[src/hdl/svc_pkg.sv]
`default_nettype none
package svc_pkg;
  localparam int SVC_LEVEL_W = 8;
  localparam int SVC_STEP_W = 5;
  localparam logic [4:0] SVC_STEP_MAX = 5'h1f;
  localparam logic [4:0] SVC_STEP_RESET = 5'h00;
  // thresholds: boundary of step s sits at base + s * 8, hysteresis +/- 2
  localparam int SVC_THR_SHIFT = 3;
  localparam logic [8:0] SVC_HYST = 9'h002;
  localparam logic [8:0] SVC_SPK_BASE = 9'h000;
  localparam logic [8:0] SVC_LINE_BASE = 9'h004;
  // timing
  localparam int SVC_CLK_HZ = 10_000_000;
  localparam int SVC_OSC_HZ = 30;
  localparam int SVC_TICK_CYCLES = SVC_CLK_HZ / SVC_OSC_HZ;
  localparam logic [1:0] SVC_TICKS_PER_MOVE = 2'h3;
  localparam int SVC_MOVE_MS = 133;

  typedef struct packed {
    logic [7:0] volume;
    logic [7:0] offset;
    logic [7:0] ceiling;
  } svc_levels_t;
endpackage
`default_nettype wire

[src/hdl/svc_step_hyst.sv]
`default_nettype none
module svc_step_hyst
  import svc_pkg::*;
#(
  parameter logic [8:0] BASE = 9'h000
)(
  input wire logic clk,
  input wire logic rst_n,
  input wire logic [7:0] level,
  output logic [4:0] step
);
  logic [4:0] step_q;
  logic [4:0] step_d;
  wire [8:0] level9 = {1'b0, level};
  wire [8:0] cur9 = {4'h0, step_q};
  wire [8:0] nxt9 = cur9 + 9'h001;
  // rising edge must clear a higher threshold than falling
  wire [8:0] up_thr = BASE + (nxt9 << SVC_THR_SHIFT) + SVC_HYST;
  wire [8:0] dn_thr = BASE + (cur9 << SVC_THR_SHIFT) - SVC_HYST;
  wire go_up = (step_q != SVC_STEP_MAX) && (level9 >= up_thr);
  wire go_dn = (step_q != 5'h00) && (level9 < dn_thr);

  always_comb
  begin
    step_d = step_q;
    if (go_up)
    begin
      step_d = step_q + 5'h01;
    end
    else if (go_dn)
    begin
      step_d = step_q - 5'h01;
    end
  end

  always_ff @(posedge clk)
  begin
    if (!rst_n)
    begin
      step_q <= SVC_STEP_RESET;
    end
    else
    begin
      step_q <= step_d;
    end
  end

  assign step = step_q;
endmodule
`default_nettype wire

[src/hdl/svc_volume_ctrl.sv]
`default_nettype none
module svc_volume_ctrl
  import svc_pkg::*;
#(
  parameter int TICK_CYCLES = SVC_TICK_CYCLES
)(
  input wire logic CLK,
  input wire logic RESET_N,
  input wire svc_levels_t CONTROL_LEVELS,
  output logic [4:0] SPEAKER_GAIN_STEP,
  output logic [4:0] LINE_OUTPUT_GAIN_STEP,
  output logic [4:0] SPEAKER_TARGET_STEP,
  output logic [4:0] LINE_TARGET_STEP,
  output logic GAIN_SETTLED
);
  // levels are ratiometric codes: full scale equals the reference input
  svc_levels_t sync1_q;
  svc_levels_t sync2_q;

  always_ff @(posedge CLK)
  begin
    if (!RESET_N)
    begin
      sync1_q <= '0;
      sync2_q <= '0;
    end
    else
    begin
      sync1_q <= CONTROL_LEVELS;
      sync2_q <= sync1_q;
    end
  end

  // a word caught mid-change by the synchroniser is only taken once it repeats
  svc_levels_t sync3_q;
  svc_levels_t lvl_q;
  svc_levels_t lvl_d;
  wire code_steady = (sync2_q == sync3_q);

  assign lvl_d = code_steady ? sync2_q : lvl_q;

  always_ff @(posedge CLK)
  begin
    if (!RESET_N)
    begin
      sync3_q <= '0;
      lvl_q <= '0;
    end
    else
    begin
      sync3_q <= sync2_q;
      lvl_q <= lvl_d;
    end
  end

  // line level, clamped at zero on underflow
  wire [8:0] diff9 = {1'b0, lvl_q.volume} - {1'b0, lvl_q.offset};
  wire [7:0] line_volume_level = diff9[8] ? 8'h00 : diff9[7:0];

  logic [4:0] spk_tgt;
  logic [4:0] line_raw;
  logic [4:0] ceil_step;

  svc_step_hyst #(.BASE(SVC_SPK_BASE)) u_spk_tbl (
    .clk(CLK),
    .rst_n(RESET_N),
    .level(lvl_q.volume),
    .step(spk_tgt)
  );

  // separate table; same index is 16 dB lower on the line stage
  svc_step_hyst #(.BASE(SVC_LINE_BASE)) u_line_tbl (
    .clk(CLK),
    .rst_n(RESET_N),
    .level(line_volume_level),
    .step(line_raw)
  );

  svc_step_hyst #(.BASE(SVC_LINE_BASE)) u_ceil_tbl (
    .clk(CLK),
    .rst_n(RESET_N),
    .level(lvl_q.ceiling),
    .step(ceil_step)
  );

  // target held in an extra register that the speaker path lacks, so the line target lags by one cycle
  wire line_capped = (ceil_step < line_raw);
  wire [4:0] line_tgt = line_capped ? ceil_step : line_raw;
  logic [4:0] line_tgt_q;

  // internal 30 Hz tick
  logic [31:0] div_q;
  logic [31:0] div_d;
  logic [1:0] tick_cnt_q;
  logic [1:0] tick_cnt_d;
  wire tick = (div_q == 32'(TICK_CYCLES - 1));
  wire move = tick && (tick_cnt_q == SVC_TICKS_PER_MOVE);

  assign div_d = tick ? 32'h0000_0000 : div_q + 32'h0000_0001;
  assign tick_cnt_d = tick ? tick_cnt_q + 2'h1 : tick_cnt_q;

  logic [4:0] spk_q;
  logic [4:0] spk_d;
  logic [4:0] line_q;
  logic [4:0] line_d;

  // each path steps once per move, toward its own target
  wire spk_up = move && (spk_q < spk_tgt);
  wire spk_dn = move && (spk_q > spk_tgt);
  wire line_up = move && (line_q < line_tgt_q);
  wire line_dn = move && (line_q > line_tgt_q);

  always_comb
  begin
    spk_d = spk_q;
    if (spk_up)
    begin
      spk_d = spk_q + 5'h01;
    end
    else if (spk_dn)
    begin
      spk_d = spk_q - 5'h01;
    end
  end

  always_comb
  begin
    line_d = line_q;
    if (line_up)
    begin
      line_d = line_q + 5'h01;
    end
    else if (line_dn)
    begin
      line_d = line_q - 5'h01;
    end
  end

  always_ff @(posedge CLK)
  begin
    if (!RESET_N)
    begin
      div_q <= 32'h0000_0000;
    end
    else
    begin
      div_q <= div_d;
    end
  end

  always_ff @(posedge CLK)
  begin
    if (!RESET_N)
    begin
      tick_cnt_q <= 2'h0;
    end
    else
    begin
      tick_cnt_q <= tick_cnt_d;
    end
  end

  always_ff @(posedge CLK)
  begin
    if (!RESET_N)
    begin
      line_tgt_q <= SVC_STEP_RESET;
    end
    else
    begin
      line_tgt_q <= line_tgt;
    end
  end

  always_ff @(posedge CLK)
  begin
    if (!RESET_N)
    begin
      spk_q <= SVC_STEP_RESET;
    end
    else
    begin
      spk_q <= spk_d;
    end
  end

  always_ff @(posedge CLK)
  begin
    if (!RESET_N)
    begin
      line_q <= SVC_STEP_RESET;
    end
    else
    begin
      line_q <= line_d;
    end
  end

  wire spk_at_tgt = (spk_q == spk_tgt);
  wire line_at_tgt = (line_q == line_tgt_q);

  assign SPEAKER_GAIN_STEP = spk_q;
  assign LINE_OUTPUT_GAIN_STEP = line_q;
  assign SPEAKER_TARGET_STEP = spk_tgt;
  assign LINE_TARGET_STEP = line_tgt_q;
  assign GAIN_SETTLED = spk_at_tgt && line_at_tgt;
endmodule
`default_nettype wire

[config.mk]
export PLATFORM = sky130hd
export DESIGN_NAME = svc_volume_ctrl
export DESIGN_NICKNAME = d
export VERILOG_FILES = /design/src/hdl/svc_pkg.sv /design/src/hdl/svc_step_hyst.sv /design/src/hdl/svc_volume_ctrl.sv
export SDC_FILE = /design/constraint.sdc
export NUM_CORES = 1
export LEC_CHECK = 0
export BUFFER_PORTS_ARGS = -buffer_cell sky130_fd_sc_hd__clkbuf_2
export CAP_MARGIN = 20
export CORE_ASPECT_RATIO = 1.4
export CORE_MARGIN = 1
export CORE_UTILIZATION = 55
export DETAILED_ROUTE_END_ITERATION = 7
export PLACE_DENSITY = 0.72
export SLEW_MARGIN = 20
export SYNTH_ARGS = -nofsm -noshare
export SYNTH_HDL_FRONTEND = slang
export SYNTH_SLANG_ARGS = --single-unit
[constraint.sdc]
create_clock -name CLK -period 4.6 [get_ports CLK]
set_input_delay 0.69 -clock CLK [delete_from_list [all_inputs] [get_ports CLK]]
set_output_delay 0.69 -clock CLK [all_outputs]
set_load 0.01 [all_outputs]
---- After elaboration in Yosys (flattened, before gate mapping) ----
Index checks and enable logic that the tools add are counted.
storage, ports and cells
  input bits .............................. 26
  word-level logic and storage cells ...... 99
  output and inout port bits .............. 21
  register bits after elaboration ......... 160
operators by class
  reductions and logical operators ........ 21
  eq/ne operators ......................... 8
  add/sub/neg operators ................... 26
  order comparisons ....................... 11
  bitwise gates (word level) .............. 1
  mux-type cells .......................... 12
operator list
  cell                                               number
  2-to-1 mux 5 bit                                   11
  adder 32 x 1 -> 32 bit (second input constant)     1
  == test 32 x 19 -> 1 bit (second input constant)   1
  adder 9 x 2 -> 9 bit (second input constant)       3
  >= comparator 8 x 9 -> 1 bit                       3
  < comparator 8 x 9 -> 1 bit                        3
  adder 5 x 1 -> 5 bit (second input constant)       5
  subtractor 5 x 1 -> 5 bit (second input constant)  5
  == test 24 bit                                     1
  adder 3 x 8 -> 9 bit (first input constant)        2
  adder 3 x 9 -> 9 bit (first input constant)        2
  adder 5 x 1 -> 6 bit (second input constant)       3
  subtractor 9 x 2 -> 9 bit (second input constant)  2
  < comparator 5 bit                                 3
  != test 5 bit (second input constant)              3
  nonzero test 5 bit                                 3
  logical AND 1 bit                                  12
  == test 5 bit                                      2
  > comparator 5 bit                                 2
  nonzero test 2 bit                                 5
  subtractor 8 x 2 -> 9 bit (second input constant)  1
  subtractor 8 x 8 -> 9 bit                          1
  2-to-1 mux 8 bit                                   1
  adder 2 x 1 -> 2 bit (second input constant)       1
  other kinds (3)                                    3

---- Depth between registers and ports, before layout ----
Gate-level depths: netlist of the first run.
  depth in word-level cells ............... 6
  depth in mapped cells ................... 23
  gate-level depth less buffers ........... 23

---- Hierarchy ----
From an unflattened synthesis of the first run, not the netlist that was laid out.
second synthesis, totals
  cell total of the unflattened synthesis .. 851
  area, all modules ....................... 8334.2 um2
modules (own cells, without submodules)
  module                       cells each  seq. area each (um2)  instances  area each (um2)
  svc_volume_ctrl              621         2902.8                1          6261.0
  svc_step_hyst at u_spk_tbl   80          100.1                 1          734.5
  svc_step_hyst at u_line_tbl  75          100.1                 1          671.9
  svc_step_hyst at u_ceil_tbl  75          100.1                 1          666.9

---- Worst setup path before layout of the first run ----
No wires, ideal clock.
  path type ............................... register to register
  start point ............................. register lvl_q[16] (netlist bit)
  end point ............................... register u_line_tbl.step_q[4] (netlist: u_line_tbl.step[4])
  required time ........................... 4471 ps
  clock period less this slack ............ 3886 ps
  arrival time ............................ 3756 ps
  setup time .............................. 129 ps
  cell stages (with the launch flop) ...... 22
  slack ................................... 714 ps
  path buffers ............................ 0
  path through ............................ dfxtp_1 -> inv_1 -> ha_1 -> fa_1 -> nand2b_1 -> a21oi_2 -> o21ai_2 -> nor3_1 -> ha_1 -> a21oi_1 -> nor2b_1 -> o21ai_0 -> o22ai_1 -> a22oi_4 -> inv_4 -> fa_1 -> nor2b_1 -> o21ai_0 -> nand2b_1 -> nor3_1 -> o21ai_0 -> o211ai_2
between the ends
  cells in the longest elaborated chain, start to end .. 5
  elaborated cells between the ends (all ways) .. 8
  classes of those cells .................. add/sub: 1; order compare: 2; mux: 2; reduce/logical: 3
RTL lines
  element                                                                             RTL line                                  source
  start: declaration                                                                  svc_volume_ctrl.sv:36                     svc_levels_t lvl_q;
  start signal: assignment                                                            svc_volume_ctrl.sv:52                     lvl_q <= lvl_d;
  subtractor 8 x 8 -> 9 bit *                                                         svc_volume_ctrl.sv:57                     wire [8:0] diff9 = {1'b0, lvl_q.volume} - {1'b0, lvl_q.offset};
  2-to-1 mux 8 bit *                                                                  svc_volume_ctrl.sv:58                     wire [7:0] line_volume_level = diff9[8] ? 8'h00 : diff9[7:0];
  >= comparator 8 x 9 -> 1 bit / < comparator 8 x 9 -> 1 bit (equally long branches)  svc_step_hyst.sv:20, svc_step_hyst.sv:21
  logical AND 1 bit, on equally long branches                                         svc_step_hyst.sv:20, svc_step_hyst.sv:21
  2-to-1 mux 5 bit / nonzero test 2 bit (equally long branches)                       --
  end signal: assignment                                                              svc_step_hyst.sv:44                       step_q <= step_d;
  end: declaration                                                                    svc_step_hyst.sv:12                       logic [4:0] step_q;
Mark *: on every way between the ends. The rest lies on a longest branch, timed or not.
A chain may end at the register's enable or synchronous reset.

---- Final worst setup path of the first run ----
  start point ............................. register lvl_q[9] (netlist bit)
  end point ............................... register u_line_tbl.step_q[4] (netlist: u_line_tbl.step[4])
Same word-level chain as after synthesis.

==> flow_metrics.env, run 1 <==
export IMPL_critPathLaunchType="flop"
export IMPL_vias_per_cell=5.36
export IMPL_netlist_area_um2=8180
export IMPL_fin_crit_ps=4330
export IMPL_cts_root_buffer="clkbuf_16"
export IMPL_slew_viol_final=0
export IMPL_p_total_mw=4.41
export IMPL_period_share_pct=94.0
export IMPL_final_nets=1032
export IMPL_timing_final_hold_violations=0
export IMPL_drc=0
export IMPL_dp_hpwl_um=10900
export IMPL_fmax_ghz=0.231
export IMPL_power_leakage_nw=4.13
export IMPL_fillers=1192
export IMPL_path_class="flop to flop"
export IMPL_vias=6035
export IMPL_grt_overflow=0
export IMPL_syn_avg_cell_area_um2=9.34
export IMPL_drt_iter0_markers=204
export IMPL_cts_buffers_inserted=17
export IMPL_dominantRegCellSynth="dfxtp_1"
export IMPL_drive_above_1_share_pct=12.2
export IMPL_yosys_warnings=0
export IMPL_cts_hold_buf=0
export IMPL_die_h_um=146
export IMPL_synth_edff_count=0
export IMPL_dr_pass1_iters=5
export IMPL_ant_nets=0
export IMPL_die_area_um2=15400
export IMPL_status="complete, no violations"
export IMPL_dr_max_layer_used="met4"
export IMPL_track_usage_pct=21.5
export IMPL_slew_headroom_pct=38.2
export IMPL_rsz0062_at_grt="no"
export IMPL_ys_seq_area_share_pct=38.9
export IMPL_crit_fanout=6
export IMPL_fin_tns_setup_ps=0
export IMPL_clk_latency_ps=430
export IMPL_hold_path_class="flop to flop"
export IMPL_portBuffers=46
export IMPL_clkTransAtPathRegs_ps=70
export IMPL_yosysTopAreaCellShare_pct=38.9
export IMPL_netlist_top_cells_area="dfxtp_1 39%, ha_1 12%, and2_1 5.7%"
export IMPL_worstPathRequired_ps=4960
export IMPL_synthCells=876
export IMPL_cts_sinks=159
export IMPL_synth_most_common_cell="dfxtp_1"
export IMPL_ys_seq_elements=159
export IMPL_totalWireLength_um=15700
export IMPL_yosys_area_top_type="dfxtp_1"
export IMPL_grt_pass1_wl_um=26600
export IMPL_worstMarginPinSlew_ps=927
export IMPL_async_flop_share_pct=0
export IMPL_syn2layout_area_growth_pct=13.2
export IMPL_route_met2_wl_um=7800
export IMPL_worst_ep_arrival_time_ps=4680
export IMPL_diodes=0
export IMPL_synth_top_cells_by_count="159 x dfxtp_1, 80 x nor2_1, 77 x ha_1"
export IMPL_pin_count=47
export IMPL_end_kind="flop"
export IMPL_core_um2=14500
export IMPL_syn_nets=985
export IMPL_start_util_pct=56.4
export IMPL_grt_pass1_vias=5706
export IMPL_seq_area_um2=3180
export IMPL_grt_max_degree=82
export IMPL_finalSetupViolCount=0
export IMPL_placementRows=52
export IMPL_wire_per_inst_um=14.0
export IMPL_drt_met1_wl_um=7020
export IMPL_gp_congestion=0.867
export IMPL_powerDensity_nw_per_um2=476
export IMPL_dr_wl_met3_um=434
export IMPL_htreeDepth=4
export IMPL_antenna_found_initial=0
export IMPL_synthDistinctLibCells=66
export IMPL_ir_worst_vdd_v=0.000285
export IMPL_die_x_um=105
export IMPL_maxCapViolCount=0
export IMPL_cts_tree="done"
export IMPL_cts_buffer_depth=2
export IMPL_skew_ps=9.01
export IMPL_multi_input_area_um2=4700
[registers in the layout, indices dropped and copies added (netlist names)]
| register | count |
|---|---|
| LINE_OUTPUT_GAIN_STEP | 5 |
| LINE_TARGET_STEP | 5 |
| SPEAKER_GAIN_STEP | 5 |
| div_q | 32 |
| lvl_q | 23 |
| sync1_q | 24 |
| sync2_q | 24 |
| sync3_q | 24 |
| tick_cnt_q | 2 |
| u_ceil_tbl.step | 5 |
| u_line_tbl.step | 5 |
| u_spk_tbl.step | 5 |
[report_power, final]
part           leakage (nW)  internal [mW]  switching, mW
clock                 0.307          0.797          0.680
sequential             1.30           1.48          0.167
combinational          2.52          0.596          0.691
[worst max-delay path, cell delays in order, from the launching register on]
cell,delay [ps]
dfxtp_1,390
inv_1,60
ha_1,260
nor2b_1,120
o21ai_0,90
a21oi_1,240
o21ai_0,140
a21o_1,210
a21boi_0,230
nor3b_2,90
ha_1,310
inv_1,50
or2_2,290
o41ai_2,300
a22oi_4,140
buf_4,170
ha_1,280
nor2b_1,130
o21ai_0,150
nand2b_1,120
a2111o_1,410
o211ai_2,70
[routing by layer]
layer	vias up	global-route usage, %
met5	-	0
met4	0	9.37
met3	32	3.71
met2	110	37.5
met1	2791	25.9
li1	3102	-
[cell families after synthesis]
family | after synthesis | synth area share, %
simple gates | 320 | 20.7
flops | 159 | 38.9
compound gates | 126 | 11.0
fa+ha+maj | 83 | 13.2
buf+inv | 78 | 3.88
xor+xnor | 77 | 8.24
mux | 33 | 4.04
[timing repair]
| action | 4_1_cts | 5_1_grt |
|---|---|---|
| resized for setup | 0 | 5 |
| buffers inserted | 0 | 4 |
| setup endpoints to repair | 0 | 1 |
[cells in the final DEF, fill, tap and decap left out, types with 9 or more instances in the layout]
cell / instances
a21o_1: 22
a21oi_1: 35
and2_1: 75
and3_1: 14
clkbuf_16: 17
clkbuf_2: 46
dfxtp_1: 159
ha_1: 77
inv_1: 51
mux2i_1: 33
nand2_1: 38
nand3_1: 36
nand4_1: 19
nor2_1: 80
nor3_1: 14
nor4_1: 9
o21ai_0: 21
xnor2_1: 45
xor2_1: 32
[cell type report]
cell class | count | share of cell area, %
sequential | 159 | 34.4
clock inverter | 15 | 2.42
tap | 189 | 2.55
clock buffer | 17 | 4.60
timing repair buffer | 53 | 3.05
multi-input combinational | 639 | 50.8
inverter | 53 | 2.18
[final timing paths]
check / startpoint / end / slack (ps) / depth (start not counted)
worst max-delay path: lvl_q[9] / u_line_tbl.step[4] / 270 / 21
worst min-delay path: sync1_q[16] / sync2_q[16] / 430 / 1
worst max register to register: lvl_q[9] / u_line_tbl.step[4] / 270 / 21
worst min register to register: sync1_q[16] / sync2_q[16] / 430 / 1
[stage by stage]
stage / instance area, um2 / instances / util [%] / setup WS [ps] / hold WS (ps)
finish: 9260 / 1125 / 63.8 / 275 / 430
CTS: 9210 / 1121 / 63.4 / 206 / 429
global placement: 8550 / 1089 / 59.0 / 344 / 417
global route: 9260 / 1125 / 63.8 / 0.657 / 445
floorplan: 8180 / 876 / - / 714 / 412
detailed placement: 8560 / 1089 / 59.0 / 236 / 418
(Power assumes the default switching activity.)
==> inputs of run 2 (changes only) <==
--- a/config.mk
+++ b/config.mk
@@ -7,12 +7,15 @@
 export LEC_CHECK = 0
 export BUFFER_PORTS_ARGS = -buffer_cell sky130_fd_sc_hd__clkbuf_2
 export CAP_MARGIN = 20
+export CELL_PAD_IN_SITES_DETAIL_PLACEMENT = 1
+export CELL_PAD_IN_SITES_GLOBAL_PLACEMENT = 1
 export CORE_ASPECT_RATIO = 1.4
 export CORE_MARGIN = 1
-export CORE_UTILIZATION = 55
+export CORE_UTILIZATION = 48
 export DETAILED_ROUTE_END_ITERATION = 7
-export PLACE_DENSITY = 0.72
+export PLACE_DENSITY = 0.79
 export SLEW_MARGIN = 20
 export SYNTH_ARGS = -nofsm -noshare
 export SYNTH_HDL_FRONTEND = slang
+export SYNTH_HIERARCHICAL = 1
 export SYNTH_SLANG_ARGS = --single-unit
==> constraint.sdc (replaced) <==
create_clock -name CLK -period 4.6 [get_ports CLK]
set_input_delay 0.69 -clock CLK [delete_from_list [all_inputs] [get_ports CLK]]
set_output_delay 0.69 -clock CLK [all_outputs]
set_load 0.02 [all_outputs]
==> run 2 against run 1 <==
Worst setup slack lost 1.5 ps. Critical endpoint is now u_line_tbl/step[3]. Fmax hardly changed. Clock skew grew 2.7 ps. Sequential share of layout area fell by 0.25 points. Clock-buffer cell count rose by 2. Worst hold slack improved by 1.9 ps.
==> flow_metrics.env, run 2 <==
export IMPL_status="complete, no violations"
export IMPL_finalSetupViolCount=0
export IMPL_slew_headroom_pct=49.6
export IMPL_cts_tree="done"
export IMPL_fin_area_um2=9320
export IMPL_vias=6169
export IMPL_regMostFlops="div_q"
export IMPL_drt_iter0_markers=229
export IMPL_portBuffers=46
export IMPL_power_leakage_nw=4.18
export IMPL_slew_viol_final=0
export IMPL_core_um2=16800
export IMPL_end_kind="flop"
export IMPL_critPathMostFrequentCell="ha_1"
export IMPL_grt_max_degree=82
export IMPL_die_area_um2=17800
export IMPL_hold_path_class="flop to flop"
export IMPL_p_total_mw=4.52
export IMPL_period_share_pct=94.1
export IMPL_clkTransAtPathRegs_ps=60
export IMPL_htreeDepth=4
export IMPL_pin_count=47
export IMPL_path_cells="inv_1 -> ha_1 -> nor2b_1 -> o21ai_0 -> a21boi_1 -> o211a_1 -> or3_1 -> a31o_2 -> ha_1 -> nor2b_1 -> o31a_2 -> inv_2 -> ha_1 -> a21o_2 -> a21oi_1 -> xnor2_1 -> o21ai_0 -> a21oi_1"
export IMPL_powerDensity_nw_per_um2=485
export IMPL_syn2layout_area_growth_pct=12.4
export IMPL_ir_worst_vdd_v=0.000317
export IMPL_timing_final_hold_violations=0
export IMPL_fmax_ghz=0.231
export IMPL_worstMarginPinSlew_ps=757
export IMPL_fillers=1874
export IMPL_final_nets=1006
export IMPL_cts_buffer_depth=2
export IMPL_largest_reg_flops=32
export IMPL_antenna_found_initial=0
export IMPL_worstPathRequired_ps=4950
export IMPL_drc=0
export IMPL_wire_per_inst_um=17.7
export IMPL_die_h_um=158
export IMPL_yosys_warnings=6
export IMPL_rsz0062_at_grt="no"
export IMPL_final_common_cell="dfxtp_1"
export IMPL_diodes=0
export IMPL_path_class="flop to flop"
export IMPL_dr_pass1_iters=4
export IMPL_worst_ep_arrival_time_ps=4670
export IMPL_clk_latency_ps=420
export IMPL_drive_above_1_share_pct=14.0
export IMPL_totalWireLength_um=19700
export IMPL_grt_overflow=0
export IMPL_cts_buffers_inserted=17
export IMPL_start_util_pct=49.3
export IMPL_grt_pass1_vias=6800
export IMPL_crit_slowest_cell="o31a_2"
export IMPL_critPathMaxStageDelay_ps=350
export IMPL_post_cts_setup_buffer_count=0
export IMPL_ant_nets=0
export IMPL_layout_common_cells="159 x dfxtp_1, 78 x and2_1, 78 x ha_1"
export IMPL_vias_per_cell=5.55
export IMPL_gp_congestion=0.808
export IMPL_syn_nets=957
export IMPL_synthCells=847
export IMPL_track_usage_pct=23.5
export IMPL_path_delay_family="compound AO/OA/AOI/OAI gates"
export IMPL_critical_path_n_buffers_inverters=2
export IMPL_syn_avg_cell_area_um2=9.79
export IMPL_critPathLaunchType="flop"
export IMPL_netlist_area_um2=8290
export IMPL_skew_ps=11.7
export IMPL_dp_hpwl_um=13900
export IMPL_grt_pass1_wl_um=33100
export IMPL_fin_crit_ps=4330
export IMPL_placed_cell_area_um2=8720
export IMPL_crit_fanout=10
export IMPL_cts_root_buffer="clkbuf_16"
export IMPL_die_x_um=113
export IMPL_placementRows=56
export IMPL_maxCapViolCount=0
export IMPL_cts_sinks=159
export IMPL_fin_tns_setup_ps=0
-- run 2: where the power goes --
part / leakage (nW) / internal [mW] / total [mW] / switching (mW)
combinational: 2.60 / 0.633 / 1.41 / 0.774
clock: 0.280 / 0.814 / 1.42 / 0.603
sequential: 1.30 / 1.48 / 1.70 / 0.216
total: 4.18 / 2.93 / 4.52 / 1.59
-- run 2: what timing repair did --
| action | in CTS | in global routing |
|---|---|---|
| gates resized for setup | 0 | 4 |
| hold buffers | 0 | 0 |
| endpoints found under the setup margin | 0 | 2 |
-- run 2: metal layers --
metal  routed length [um]  global-route usage, %  up-vias
li1                     -                      -     2986
met2                10900                   46.1       74
met1                 7980                   24.8     3076
met4                  354                   8.27        0
met5                    0                      0        -
met3                  374                   4.20       33
-- run 2: path summary, 6_finish.rpt --
path | from | end | slack [ps] | depth (start not counted)
max reg2reg | lvl_q[9] | u_line_tbl/step[3] | 270 | 18
min | sync1_q[18] | sync2_q[18] | 430 | 1
max | lvl_q[9] | u_line_tbl/step[3] | 270 | 18
min reg2reg | sync1_q[18] | sync2_q[18] | 430 | 1
-- run 2: stage by stage --
stage | utilization, % | hold WS (ps) | setup slack, ps | cells
2_1_floorplan | - | 412 | 734 | 847
3_3_place_gp | 51.9 | 416 | 495 | 1080
3_5_place_dp | 51.9 | 420 | 301 | 1080
4_1_cts | 55.3 | 436 | 128 | 1111
5_1_grt | 55.4 | 453 | 4.17 | 1111
6_report | 55.4 | 432 | 273 | 1111
-- run 2: layout make-up --
class | instances | area [um2] | area share, %
Multi-Input combinational cell | 610 | 4820 | 51.7
Sequential cell | 159 | 3180 | 34.1
Clock buffer | 19 | 433 | 4.64
Tap cell | 203 | 254 | 2.72
Timing Repair Buffer | 49 | 253 | 2.71
Inverter | 59 | 221 | 2.38
Clock inverter | 12 | 155 | 1.66
